==> src/core/cef_map.svh <==
// Purpose: Offsets, field positions, thresholds and reset values.
// Assumes: Included once per file that needs it.
// Notes: Register offsets address 16-bit registers on the plain port.
`ifndef CEF_MAP_SVH
`define CEF_MAP_SVH

`define CEF_ADDR_FLAGS 8'h00
`define CEF_ADDR_RXC 8'h02
`define CEF_ADDR_RFR 8'h04
`define CEF_ADDR_MBIM 8'h06
`define CEF_ADDR_ISTAT 8'h08
`define CEF_ADDR_IMASK 8'h0A
`define CEF_ADDR_TEC 8'h0C
`define CEF_ADDR_REC 8'h0E

`define CEF_BIT_OVERLOAD 15
`define CEF_BIT_BUS_OFF 14
`define CEF_BIT_PASSIVE 13
`define CEF_BIT_RX_WARN 12
`define CEF_BIT_TX_WARN 11
`define CEF_BIT_RFR_SUM 10
`define CEF_BIT_RXM_SUM 9

`define CEF_W1C_MASK 16'hF800
`define CEF_FLAG_MASK 16'hFE00
`define CEF_WORD_RESET 16'h0000
`define CEF_MBIM_RESET 16'hFFFF

`define CEF_BUS_OFF_LIMIT 9'h100
`define CEF_PASSIVE_LIMIT 9'h080
`define CEF_WARN_LIMIT 9'h060

`endif

==> src/core/cef_pkg.sv <==
// Purpose: Types shared by the interrupt flag block.
// Assumes: Nothing beyond standard SystemVerilog.
// Notes: Numbers live in cef_map.svh.
package cef_pkg;
    typedef logic [15:0] cef_word_t;
    typedef logic [8:0] cef_cnt_t;
    typedef logic [7:0] cef_addr_t;
    typedef logic [3:0] cef_mbox_t;
endpackage

==> src/core/cef_flags.sv <==
// Purpose: Upper interrupt flags of a CAN controller with mailbox status.
// Assumes: Counters and receive events are synchronous to sys_clk.
// Notes: Register port answers reads one cycle later.
`timescale 1ns/1ps
`include "cef_map.svh"

module cef_flags (
    // Clock and reset.
    input wire logic sys_clk,
    input wire logic rst,
    // Register port.
    input wire cef_pkg::cef_addr_t addr,
    input wire cef_pkg::cef_word_t wr_data,
    input wire logic wr_en,
    input wire logic rd_en,
    output cef_pkg::cef_word_t rd_data,
    // Protocol engine status.
    input wire cef_pkg::cef_cnt_t transmit_error_counter,
    input wire cef_pkg::cef_cnt_t receive_error_counter,
    input wire logic overload_tx,
    input wire logic rx_done,
    input wire logic rx_remote,
    input wire cef_pkg::cef_mbox_t rx_mbox,
    // Interrupt.
    output logic irq
);
    import cef_pkg::*;

    // Write-one-to-clear with set winning over clear.
    function automatic cef_word_t w1c(cef_word_t cur, cef_word_t set,
                                      cef_word_t clr);
        w1c = set | (cur & ~clr);
    endfunction

    cef_word_t flags_ff;
    cef_word_t rxc_ff;
    cef_word_t rfr_ff;
    cef_word_t mbim_ff;
    cef_word_t istat_ff;
    cef_word_t imask_ff;
    cef_word_t rd_data_ff;
    logic irq_ff;

    cef_word_t nxt_flags;
    cef_word_t nxt_rxc;
    cef_word_t nxt_rfr;
    cef_word_t nxt_mbim;
    cef_word_t nxt_istat;
    cef_word_t nxt_imask;
    cef_word_t nxt_rd_data;
    logic nxt_irq;

    // Address decode.
    wire wr_flags = wr_en && (addr == `CEF_ADDR_FLAGS);
    wire wr_rxc = wr_en && (addr == `CEF_ADDR_RXC);
    wire wr_rfr = wr_en && (addr == `CEF_ADDR_RFR);
    wire wr_mbim = wr_en && (addr == `CEF_ADDR_MBIM);
    wire wr_imask = wr_en && (addr == `CEF_ADDR_IMASK);
    wire rd_istat = rd_en && (addr == `CEF_ADDR_ISTAT);

    // Error state thresholds.
    wire bus_off = (transmit_error_counter >= `CEF_BUS_OFF_LIMIT);
    wire passive = (transmit_error_counter >= `CEF_PASSIVE_LIMIT)
        || (receive_error_counter >= `CEF_PASSIVE_LIMIT);
    wire rx_warn = (receive_error_counter >= `CEF_WARN_LIMIT);
    wire tx_warn = (transmit_error_counter >= `CEF_WARN_LIMIT);

    // Mailbox reception.
    wire cef_word_t mb_hot = 16'h0001 << rx_mbox;
    wire cef_word_t rxc_set = rx_done ? mb_hot : 16'h0000;
    wire cef_word_t rfr_set = (rx_done && rx_remote) ? mb_hot
        : 16'h0000;
    wire rx_unmasked = rx_done && !mbim_ff[rx_mbox];
    wire rfr_sum_set = rx_unmasked && rx_remote;
    wire rxm_sum_set = rx_unmasked;

    assign nxt_rxc = w1c(rxc_ff, rxc_set,
        wr_rxc ? wr_data : 16'h0000);
    assign nxt_rfr = w1c(rfr_ff, rfr_set,
        wr_rfr ? wr_data : 16'h0000);
    assign nxt_mbim = wr_mbim ? wr_data : mbim_ff;
    assign nxt_imask = wr_imask ? (wr_data & `CEF_FLAG_MASK) : imask_ff;

    // Hardware set terms of the flag register.
    wire cef_word_t flag_set = {
        overload_tx && !bus_off,
        bus_off,
        passive,
        rx_warn,
        tx_warn,
        11'h000};

    // Only bits 15 to 11 accept write-one clears.
    wire cef_word_t flag_clr = wr_flags ? (wr_data & `CEF_W1C_MASK)
        : 16'h0000;
    wire cef_word_t w1c_part = w1c(flags_ff, flag_set, flag_clr)
        & `CEF_W1C_MASK;

    // Summary flags stay up while their status registers hold a bit.
    wire rfr_sum = rfr_sum_set
        || (flags_ff[`CEF_BIT_RFR_SUM] && (nxt_rfr != 16'h0000));
    wire rxm_sum = rxm_sum_set
        || (flags_ff[`CEF_BIT_RXM_SUM] && (nxt_rxc != 16'h0000));

    assign nxt_flags = w1c_part | {5'h00, rfr_sum, rxm_sum, 9'h000};

    // Each rising flag latches a sticky event; a read clears it.
    wire cef_word_t flag_rise = nxt_flags & ~flags_ff;
    assign nxt_istat = w1c(istat_ff, flag_rise,
        rd_istat ? istat_ff : 16'h0000);
    assign nxt_irq = ((nxt_istat & nxt_imask) != 16'h0000);

    // Read multiplexer; unmapped addresses read zero.
    wire cef_word_t rd_mux =
        (addr == `CEF_ADDR_FLAGS) ? flags_ff :
        (addr == `CEF_ADDR_RXC) ? rxc_ff :
        (addr == `CEF_ADDR_RFR) ? rfr_ff :
        (addr == `CEF_ADDR_MBIM) ? mbim_ff :
        (addr == `CEF_ADDR_ISTAT) ? istat_ff :
        (addr == `CEF_ADDR_IMASK) ? imask_ff :
        (addr == `CEF_ADDR_TEC) ? {7'h00, transmit_error_counter} :
        (addr == `CEF_ADDR_REC) ? {7'h00, receive_error_counter} : 16'h0000;
    assign nxt_rd_data = rd_en ? rd_mux : 16'h0000;

    always_ff @(posedge sys_clk) begin
        if (rst) begin
            flags_ff <= `CEF_WORD_RESET;
            rxc_ff <= `CEF_WORD_RESET;
            rfr_ff <= `CEF_WORD_RESET;
            mbim_ff <= `CEF_MBIM_RESET;
            istat_ff <= `CEF_WORD_RESET;
            imask_ff <= `CEF_WORD_RESET;
        end else begin
            flags_ff <= nxt_flags;
            rxc_ff <= nxt_rxc;
            rfr_ff <= nxt_rfr;
            mbim_ff <= nxt_mbim;
            istat_ff <= nxt_istat;
            imask_ff <= nxt_imask;
        end
    end

    always_ff @(posedge sys_clk) begin
        if (rst) begin
            rd_data_ff <= `CEF_WORD_RESET;
            irq_ff <= 1'b0;
        end else begin
            rd_data_ff <= nxt_rd_data;
            irq_ff <= nxt_irq;
        end
    end

    assign rd_data = rd_data_ff;
    assign irq = irq_ff;
endmodule

==> config.mk <==
export PLATFORM = sky130hd
export DESIGN_NAME = cef_flags
export DESIGN_NICKNAME = d
export VERILOG_FILES = /design/src/core/cef_pkg.sv /design/src/core/cef_flags.sv
export VERILOG_INCLUDE_DIRS = /design/src /design/src/core
export SDC_FILE = /design/constraint.sdc
export NUM_CORES = 1
export LEC_CHECK = 0
export ABC_AREA = 1
export BUFFER_PORTS_ARGS = -buffer_cell sky130_fd_sc_hd__clkbuf_2
export CORE_ASPECT_RATIO = 0.9
export CORE_UTILIZATION = 30
export CTS_CLUSTER_DIAMETER = 200
export DETAILED_ROUTE_END_ITERATION = 8
export GPL_TIMING_DRIVEN = 0
export SLEW_MARGIN = 5
export SYNTH_ARGS = -nofsm -noshare
export SYNTH_HDL_FRONTEND = slang
export SYNTH_SLANG_ARGS = --single-unit
==> constraint.sdc <==
create_clock -name sys_clk -period 3.68 [get_ports sys_clk]
set_input_delay 0.368 -clock sys_clk [delete_from_list [all_inputs] [get_ports sys_clk]]
set_output_delay 0.368 -clock sys_clk [all_outputs]
set_load 0.02 [all_outputs]
==> flow_metrics.py, run 1 <==
metrics = {
    "final_layout": {
        "final_util_pct": 36.6,
        "areaGrowthSynthToFinish_pct": 17.8,
        "finalNonFillerCells": 1116,
        "antenna_cells": 0,
        "layout.cells.most_common_list": "231 x nand2_1, 105 x nor2_1, 104 x dfxtp_1",
        "nNetsFinal": 929,
        "final_layout_size_suffix_gt1_share_pct": 15.7,
        "final_common_cell": "nand2_1",
        "final_area_sq_um": 6270,
    },
    "routing": {
        "drt_iter0_drc": 545,
        "drtPass1Iterations": 6,
        "ant_nets": 0,
        "wl_per_cell_microns": 17.2,
        "drc": 0,
        "vias": 5638,
        "viasPerCell": 5.05,
        "totalWireLength_microns": 19200,
    },
    "pwr": {
        "p_total_mw": 2.46,
        "leakagePower_nw": 2.98,
        "power_density_nw_per_um2": 392,
        "ir_drop_uv": 224,
    },
    "min_path": {
        "hold_path.class": "input pin to register",
    },
    "placement": {
        "dpl.cell_count": 1100,
        "dp_hpwl_microns": 14400,
        "placed_cell_area_sq_um": 5940,
        "port-buffer-count": 64,
        "gp_congestion": 0.957,
    },
    "timing": {
        "setup_tns_ns": 0,
        "slew_headroom_pct": 53.8,
        "drv_slew": 0,
        "fin_crit_ns": 2.06,
        "hold_violations": 0,
        "rsz0062_at_grt": "false",
        "min_period_over_period_pct": 56.0,
        "setup_viol": 0,
        "fmax_mhz": 485,
        "fin_skew_ns": 0.00926,
        "worst_pin_slew_ns": 0.693,
    },
    "run_status": {
        "status": "finished, final reports clean",
    },
    "clocking": {
        "cts_max_level": 3,
        "post_cts_resized": 0,
        "ctsLongestPathBuffers": 2,
        "clk_pin_slew_ns": 0.07,
        "cts_sinks": 104,
        "cts_made_buffers": 9,
        "holdBufCountCts": 0,
        "root_buffer": "clkbuf_16",
        "cts_tree": "built",
        "post-cts-setup-buffers": 0,
        "clk_latency_ns": 0.37,
    },
    "worst_setup_path": {
        "path_class": "input pin to register",
        "critPathMaxFanout": 10,
        "crit_slowest_cell": "clkinv_1",
        "worstSetupEndpointType": "register",
        "required_ns": 3.94,
        "crit_top_cell": "nand2_1",
        "crit_chain": "clkbuf_2, inv_2, nand2_4, nor2_2, nand2_1, clkinv_1, nand2_1, o211ai_1, nor2_1, nand4_1, nand3_1, inv_1",
        "start_kind": "input pin",
        "arrival_ns": 2.32,
        "crit_path_max_incr_delay_ns": 0.41,
    },
    "synthesis": {
        "synthesis.instances": 801,
        "yosysSeqAreaShare_pct": 39.1,
        "synth.avg_cell_area_sq_um": 6.65,
        "synth_xor_area_share_pct": 0,
        "yosys.area_share.simple_pct": 38.9,
        "synth_seq_cells": 104,
        "synth_compound_area_share_pct": 11.6,
        "synth-adder-area-share_pct": 0,
        "synth_warnings": 0,
        "ys_types": 35,
        "synth_top_family_by_area": "simple AND/OR/NAND/NOR gates",
        "synth_area_sq_um": 5330,
        "syn-num-nets": 854,
        "synthMuxAreaShare_pct": 0,
    },
    "die": {
        "rows": 45,
        "die_area_sq_um": 18300,
        "initial_core_util_pct": 31.1,
        "die_w_microns": 142,
        "ioPinCount": 70,
        "die_h_microns": 128,
        "core-area_sq_um": 17100,
    },
    "global_routing": {
        "grt_pass1_vias": 5347,
        "grt_pass1_wl_microns": 29600,
        "track_usage_pct": 22.1,
        "overflow": 0,
        "grt_max_degree": 18,
        "grt_antenna_before_repair": 0,
    },
    "flow_run": {
        "drv_cap": 0,
    },
}
per-layer routing:
layer | GRT usage, % | vias to the layer above | routed length, microns
li1 | - | 2726 | -
met1 | 29.5 | 2586 | 8750
met2 | 33.5 | 286 | 8030
met3 | 5.81 | 40 | 1740
met4 | 9.55 | 0 | 690
met5 | 0 | - | 0
power by group:
part / switching, mW / internal [mW] / total (mW)
logic: 0.155 / 0.0646 / 0.220
clock network: 0.469 / 0.618 / 1.09
registers: 0.00969 / 1.14 / 1.15
total: 0.634 / 1.83 / 2.46
synthesized netlist by cell type:
cell type | count | area, sq um
dfxtp_1 | 104 | 2080
nor2_8 | 2 | 40.0
buf_6 | 3 | 33.8
clkinv_1 | 2 | 7.51
o21ai_1 | 3 | 15.0
nand2_4 | 2 | 22.5
o31ai_1 | 2 | 15.0
nand4_1 | 14 | 87.6
dlygate4sd1_1 | 1 | 8.76
buf_4 | 4 | 30.0
nor3_4 | 1 | 16.3
buf_2 | 16 | 80.1
nor2_1 | 105 | 394
o2111ai_1 | 5 | 43.8
o211ai_1 | 19 | 143
inv_1 | 86 | 323
nand2_1 | 231 | 867
a21oi_2 | 1 | 8.76
nand3_2 | 12 | 120
o22ai_1 | 3 | 18.8
a21oi_1 | 51 | 255
a22oi_1 | 1 | 7.51
nand4_2 | 1 | 12.5
inv_2 | 4 | 15.0
nor3_1 | 12 | 60.1
nand3_4 | 1 | 17.5
a221oi_1 | 1 | 8.76
nor2_2 | 4 | 25.0
o21ai_0 | 20 | 100
and2_1 | 2 | 12.5
nand3_1 | 71 | 355
nor2_4 | 1 | 11.3
clkbuf_1 | 10 | 37.5
buf_12 | 1 | 20.0
nand2_2 | 5 | 31.3
through the flow:
step	setup WS [ns]	hold WS, ns
after floorplan	2.03	0.431
after global placement	1.32	0.445
after detailed placement	1.32	0.449
after CTS	1.70	0.270
after global routing	1.52	0.287
final	1.62	0.273
path summary, 6_finish.rpt:
path	depth (start not counted)	start	end	slack, ns
worst max-delay path	12	addr[2]	rd_data[7]	1.62
worst min-delay path	3	wr_data[8]	mbim_ff[8]	0.27
worst max register to register	11	mbim_ff[12]	irq	1.96
worst min register to register	2	imask_ff[2]	imask_ff[2]	0.46
worst max-delay path: cells and delay by family:
kind / cells / cell delay, ns
AOI/OAI and AO/OA: 1 / 0.12
buffers and inverters: 4 / 0.70
and+or+nand+nor: 7 / 1.12
sequential cells by signal, indices dropped and copies added, names as in the netlist:
name      cells
flags_ff      7
imask_ff     16
irq           1
istat_ff     16
mbim_ff      16
rd_data      16
rfr_ff       16
rxc_ff       16
cell type report:
type,count,area [sq um]
flip-flops and latches,104,2080
fillers,1890,10800
repair buffers,64,320
plain buffers,35,210
clock inverters,6,92.6
clock buffers,10,239
well taps,235,294
multi-input cells,570,2690
inverters,92,345
cells by family (layout without fill, tap and decap cells):
group,Yosys count,in the layout
buf+inv,127,207
compound gates,106,106
simple gates,464,464
flops,104,104
No activity file was read; power rests on OpenSTA's default activity.
==> run 2, diff against run 1 <==
--- a/config.mk
+++ b/config.mk
@@ -6,7 +6,7 @@
 export SDC_FILE = /design/constraint.sdc
 export NUM_CORES = 1
 export LEC_CHECK = 0
-export ABC_AREA = 1
+export ABC_AREA = 0
 export BUFFER_PORTS_ARGS = -buffer_cell sky130_fd_sc_hd__clkbuf_2
 export CORE_ASPECT_RATIO = 0.9
 export CORE_UTILIZATION = 30
==> constraint.sdc (replaced) <==
create_clock -name sys_clk -period 2.16 [get_ports sys_clk]
set_input_delay 0.216 -clock sys_clk [delete_from_list [all_inputs] [get_ports sys_clk]]
set_output_delay 0.216 -clock sys_clk [all_outputs]
set_load 0.02 [all_outputs]
==> run 2 against run 1 <==
Register-to-register slack worse by 1.8 ns. Largest power group unchanged. Final cell count decreased by 23%. First-iteration DRC count down 10%. Synthesized cell count shrank 29%. Clock skew hardly changed. Largest cell class unchanged. Critical endpoint is now flags_ff[10]. Hold slack worse by 0.15 ns. Count of clock-buffer cells in the layout fell by 1. Via count shrank 14%.
==> flow_metrics.py, run 2 <==
metrics = {
    "run_status": {
        "status": "finished, final reports clean",
    },
    "worst_setup_path": {
        "path_delay_family": "simple AND/OR/NAND/NOR gates",
        "crit_top_cell": "nand4_1",
        "crit_chain": "buf_4, nor4b_4, buf_2, nand4_1, a22o_1, nor4_1, nand4_1, a32o_1",
        "arrival_ns": 2.34,
        "critPathMaxFanout": 10,
        "worstSetupEndpointType": "register",
        "crit_slowest_cell": "nor4b_4",
        "start_kind": "input pin",
        "required_ns": 2.42,
        "crit_path_max_incr_delay_ns": 0.39,
        "worst-path-buf-inv": 2,
        "path_class": "input pin to register",
    },
    "global_routing": {
        "track_usage_pct": 22.1,
        "overflow": 0,
        "grt_max_degree": 20,
        "grt_pass1_vias": 4532,
        "grt_pass1_wl_microns": 27200,
        "grt_antenna_before_repair": 0,
    },
    "clocking": {
        "clk_pin_slew_ns": 0.08,
        "ctsLongestPathBuffers": 2,
        "clk_latency_ns": 0.36,
        "cts_max_level": 3,
        "cts_tree": "built",
        "holdBufCountCts": 0,
        "root_buffer": "clkbuf_16",
        "cts_made_buffers": 9,
        "cts_sinks": 104,
    },
    "final_layout": {
        "multi_input_area_sq_um": 2700,
        "final_layout_size_suffix_gt1_share_pct": 19.4,
        "layout.cells.most_common_list": "104 x dfxtp_1, 63 x clkbuf_2, 62 x nand2_1",
        "nNetsFinal": 696,
        "antenna_cells": 0,
        "num-fill-cells": 1672,
        "areaGrowthSynthToFinish_pct": 20.1,
        "finalNonFillerCells": 855,
        "final_common_cell": "dfxtp_1",
        "seq_area_sq_um": 2080,
    },
    "pwr": {
        "comb_power_share_pct": 9.7,
        "p_int_mw": 3.00,
        "power_frac_seq_pct": 47.6,
        "ir_drop_uv": 395,
        "p_switching_mw": 1.11,
        "pwr-share-clk_pct": 42.7,
        "leakagePower_nw": 2.38,
        "swShare_pct": 27.0,
        "power_density_nw_per_um2": 695,
    },
    "synthesis": {
        "synth-adder-area-share_pct": 0,
        "synth_common_cells": "104 x dfxtp_1, 62 x nand2_1, 51 x nor2_1",
        "ys_types": 50,
        "synth_xor_area_share_pct": 0.178,
        "synth_top_area_share_pct": 42.2,
        "synth_edf_count": 0,
        "yosys.area_share.simple_pct": 25.3,
        "synth_area_sq_um": 4930,
        "synth_top_area_cell": "dfxtp_1",
        "synthesis.instances": 567,
        "syn-num-nets": 620,
        "yosysSeqAreaShare_pct": 42.2,
        "synth_ff_type": "dfxtp_1",
        "synth_area_leaders": "dfxtp_1 42%, a22oi_1 5.0%, nand2_1 4.7%, mux2i_1 4.1%, nor2_1 3.9%",
        "synth_compound_area_share_pct": 18.9,
        "synthMuxAreaShare_pct": 8.63,
        "synth.avg_cell_area_sq_um": 8.69,
        "synth_warnings": 0,
        "yosysMostFrequentCell": "dfxtp_1",
        "synth_top_family_by_area": "simple AND/OR/NAND/NOR gates",
        "async_reset_ff_share_pct": 0,
        "synth_seq_cells": 104,
    },
    "timing": {
        "drv_slew": 0,
        "rsz0062_at_grt": "false",
        "fmax_mhz": 480,
        "fin_crit_ns": 2.08,
        "fin_skew_ns": 0.00973,
        "worst_pin_slew_ns": 0.867,
        "hold_violations": 0,
        "whs_ns": 0.122,
        "slew_headroom_pct": 41.7,
        "min_period_over_period_pct": 96.4,
        "setup_viol": 0,
    },
    "die": {
        "rows": 44,
        "die_h_microns": 124,
        "die_area_sq_um": 17000,
        "core-area_sq_um": 16100,
        "initial_core_util_pct": 30.7,
        "die_w_microns": 137,
        "ioPinCount": 70,
    },
    "placement": {
        "dpl.cell_count": 835,
        "gp_congestion": 0.962,
        "port-buffer-count": 61,
        "dp_hpwl_microns": 13600,
    },
    "routing": {
        "drtPass1Iterations": 6,
        "viasPerCell": 5.65,
        "totalWireLength_microns": 17900,
        "vias": 4828,
        "wl_per_cell_microns": 20.9,
        "drt_iter0_drc": 489,
        "ant_nets": 0,
        "drc": 0,
    },
    "min_path": {
        "hold_path.class": "input pin to register",
    },
    "flow_run": {
        "drv_cap": 0,
    },
}
==> run 2: cell types whose count changed after synthesis, sizes merged, moves of 13 or more <==
cell and change:
clkbuf +15, nand2 -176, and3 +21, a21oi -20
and2 +20, mux2i +20, nor2 -61, a22oi +32
inv -82, o21ai -13, o211ai -16, nand3 -59
==> run 2: per-layer routing <==
| layer | vias up | track usage [%] | share of wire (%) |
|---|---|---|---|
| met3 | 38 | 5.66 | 9.2 |
| met1 | 2278 | 31.0 | 45 |
| li1 | 2253 | - | - |
| met5 | - | 0 | 0 |
| met4 | 0 | 7.14 | 3.2 |
| met2 | 259 | 33.0 | 43 |
==> run 2: logic make-up after synthesis <==
logic type,after synthesis
xor+xnor,1
compound gates,132
mux,35
buf+inv,52
simple gates,243
flops,104
==> run 2: through the flow <==
step	util (%)	total power, mW	area (sq um)	setup TNS (ns)	setup slack (ns)
after floorplan	-	2.21	4930	0	0.0640
after global placement	34.2	2.38	5490	-27.87	-0.835
after detailed placement	34.2	2.38	5490	-24.52	-0.794
after CTS	36.5	4.11	5870	0	0.0560
after global routing	36.8	4.24	5920	0	0.00723
final	36.8	4.11	5920	0	0.0784
==> run 2: layout make-up <==
type                       count  area share, %
buffer                        43           3.44
clock buffer                   9           3.80
clock inverter                 7           1.46
inverter                       9          0.571
multi-input combinational    411           45.5
sequential                   104           35.2
tap                          207           4.37
timing repair buffer          65           5.66
==> run 2: what timing repair did <==
action / 4_1_cts / 5_1_grt
cloned: 0 / 0
pin swaps: 3 / 0
setup endpoints to repair: 37 / 10
resized for setup: 6 / 13
setup buffers: 4 / 0
==> run 2: worst paths after layout <==
path	startpoint	end	cells past startpoint	slack, ns
min reg2reg	flags_ff[13]	flags_ff[13]	2	0.48
max reg2reg	mbim_ff[13]	flags_ff[9]	6	0.11
max	addr[0]	flags_ff[10]	8	0.08
min	wr_data[0]	mbim_ff[0]	3	0.12
==> run 2: power by group through the flow <==
stage	combinational, mW	sequential (mW)	clock, mW
detailed placement	0.377	2.00	0
global route	0.427	1.96	1.85
CTS	0.387	1.96	1.77
finish	0.400	1.96	1.76
floorplan	0.214	2.00	0
global placement	0.379	2.00	0
==> run 2: worst reg2reg max path, cell delays in order (launching register included) <==
cell      delay (ns)
dfxtp_1         0.34
mux4_2          0.49
mux2_2          0.29
o22ai_2         0.39
a221oi_1        0.10
and4_1          0.24
a31oi_1         0.15
==> run 3, diff against run 2 <==
--- a/config.mk
+++ b/config.mk
@@ -13,6 +13,7 @@
 export CTS_CLUSTER_DIAMETER = 200
 export DETAILED_ROUTE_END_ITERATION = 8
 export GPL_TIMING_DRIVEN = 0
+export PLACE_DENSITY = 0.53
 export SLEW_MARGIN = 5
 export SYNTH_ARGS = -nofsm -noshare
 export SYNTH_HDL_FRONTEND = slang
==> constraint.sdc (replaced) <==
create_clock -name sys_clk -period 2.55 [get_ports sys_clk]
set_input_delay 0.255 -clock sys_clk [delete_from_list [all_inputs] [get_ports sys_clk]]
set_output_delay 0.255 -clock sys_clk [all_outputs]
set_load 0.02 [all_outputs]
==> run 3 against run 2 <==
Count of clock-buffer cells in the layout is 2 higher. Total power is 16% lower. Sequential power is 15% lower. Global-route usage is 1.2 points higher. Sequential cell count stayed put. Non-clock buffer count is 2 lower. Worst setup slack better by 0.010 ns. Die area stayed put. Critical endpoint unchanged. Largest cell class unchanged.
==> flow_metrics.py, run 3 (synthesized netlist as in run 2, its figures left out) <==
metrics = {
    "worst_setup_path": {
        "worstSetupEndpointType": "register",
        "reg2reg_from": "mbim_ff[15]",
        "r2r_slack_ns": 0.37,
        "startpoint": "addr[0]",
        "ff2ff_path_depth": 6,
        "start_kind": "input pin",
        "path_class": "input pin to register",
        "arrival_ns": 2.72,
        "timing.rr.end": "flags_ff[9]",
        "cp-endpoint": "flags_ff[10]",
        "required_ns": 2.81,
        "critPathMaxFanout": 10,
    },
    "placement": {
        "dpl.cell_count": 835,
        "gp_congestion": 0.933,
        "port-buffer-count": 61,
        "dp_hpwl_microns": 14700,
    },
    "final_layout": {
        "final_common_cell": "dfxtp_1",
        "layout.cells.most_common_list": "104 x dfxtp_1, 62 x nand2_1, 62 x clkbuf_2",
        "finalNonFillerCells": 853,
        "areaGrowthSynthToFinish_pct": 18.4,
        "num-fill-cells": 1707,
        "nNetsFinal": 694,
        "final_layout_size_suffix_gt1_share_pct": 17.5,
        "antenna_cells": 0,
        "final_util_pct": 36.3,
    },
    "timing": {
        "min_period_over_period_pct": 96.5,
        "setup_viol": 0,
        "fin_crit_ns": 2.46,
        "hold_violations": 0,
        "drv_slew": 0,
        "slew_headroom_pct": 44.7,
        "rsz0062_at_grt": "false",
        "worst_pin_slew_ns": 0.824,
        "fmax_mhz": 406,
        "fin_skew_ns": 0.0120,
        "whs_ns": 0.169,
    },
    "global_routing": {
        "track_usage_pct": 23.4,
        "grt_antenna_before_repair": 0,
        "grt_pass1_wl_microns": 28200,
        "grt_pass1_vias": 4644,
        "overflow": 0,
        "grt_max_degree": 18,
    },
    "clocking": {
        "ctsLongestPathBuffers": 2,
        "cts_made_buffers": 9,
        "root_buffer": "clkbuf_16",
        "cts_sinks": 104,
        "cts_tree": "built",
        "cts_max_level": 3,
        "clk_pin_slew_ns": 0.07,
        "clk_latency_ns": 0.37,
    },
    "die": {
        "core-area_sq_um": 16100,
        "die_area_sq_um": 17000,
        "die_w_microns": 137,
        "ioPinCount": 70,
        "die_h_microns": 124,
        "initial_core_util_pct": 30.7,
        "rows": 44,
    },
    "pwr": {
        "swShare_pct": 26.3,
        "comb_power_share_pct": 9.7,
        "power_density_nw_per_um2": 594,
        "pwr-share-clk_pct": 42.4,
        "p_switching_mw": 0.911,
        "ir_drop_uv": 351,
        "power_frac_seq_pct": 47.9,
        "leakagePower_nw": 2.34,
        "p_int_mw": 2.56,
    },
    "routing": {
        "vias": 4830,
        "viasPerCell": 5.66,
        "totalWireLength_microns": 19100,
        "drtPass1Iterations": 6,
        "drc": 0,
        "ant_nets": 0,
        "drt_iter0_drc": 593,
        "wl_per_cell_microns": 22.4,
    },
    "run_status": {
        "status": "finished, final reports clean",
    },
    "flow_run": {
        "drv_cap": 0,
    },
    "min_path": {
        "hold_path.class": "input pin to register",
    },
}
## run 3: cell type report
class | count | area [sq um] | area share [%]
clock buffers | 11 | 243 | 4.16
multi-input cells | 411 | 2630 | 45.1
repair buffers | 63 | 320 | 5.49
well taps | 207 | 259 | 4.44
clock inverters | 5 | 65.1 | 1.12
inverters | 9 | 33.8 | 0.579
plain buffers | 43 | 200 | 3.43
flip-flops and latches | 104 | 2080 | 35.7
## run 3: power by group through the flow
stage / clock [mW] / combinational [mW] / sequential, mW
global placement: 0 / 0.327 / 1.70
global route: 1.56 / 0.359 / 1.66
detailed placement: 0 / 0.328 / 1.70
CTS: 1.48 / 0.331 / 1.66
floorplan: 0 / 0.182 / 1.69
finish: 1.47 / 0.338 / 1.66
## run 3: per-layer routing
metal  vias up  routed length, microns  part of all wire [%]  GRT usage (%)
met1      2320                    8970                    47           32.8
met2       227                    8170                    43           35.4
li1       2243                       -                     -              -
met3        40                    1430                   7.5           5.25
met4         0                     545                   2.9           7.55
met5         -                       0                     0              0
## run 3: through the flow
| step | area, sq um | setup TNS, ns | total power [mW] | setup WS [ns] |
|---|---|---|---|---|
| floorplan | 4930 | 0 | 1.87 | 0.415 |
| global placement | 5490 | -6.59 | 2.02 | -0.777 |
| detailed placement | 5490 | -7.96 | 2.02 | -0.654 |
| CTS | 5810 | 0 | 3.47 | 0.0685 |
| global route | 5830 | 0 | 3.58 | 0.00326 |
| finish | 5830 | 0 | 3.47 | 0.0884 |
## run 3: how the worst min path moves through the flow
stage | depth (start not counted) | start | end | slack, ns
6_report | 3 | overload_tx | flags_ff[15] | 0.17
5_1_grt | 3 | wr_data[7] | mbim_ff[7] | 0.16
4_1_cts | 3 | wr_data[7] | mbim_ff[7] | 0.17
3_5_place_dp | 2 | flags_ff[11] | flags_ff[11] | 0.47
3_3_place_gp | 2 | flags_ff[11] | flags_ff[11] | 0.46
2_1_floorplan | 2 | transmit_error_counter[8] | flags_ff[14] | 0.37
## run 3: worst max-delay path, stage by stage
cell	delay, ns
buf_4	0.15
nor4b_4	0.58
buf_2	0.35
nand4_1	0.12
a21o_1	0.24
nor4_1	0.44
nand4_1	0.25
a32o_1	0.33
## run 3: timing repair
item,CTS,global route
pin swaps,0,2
setup buffers,0,2
hold buffers,0,0
endpoints found under the setup margin,3,2
gates resized for setup,2,1
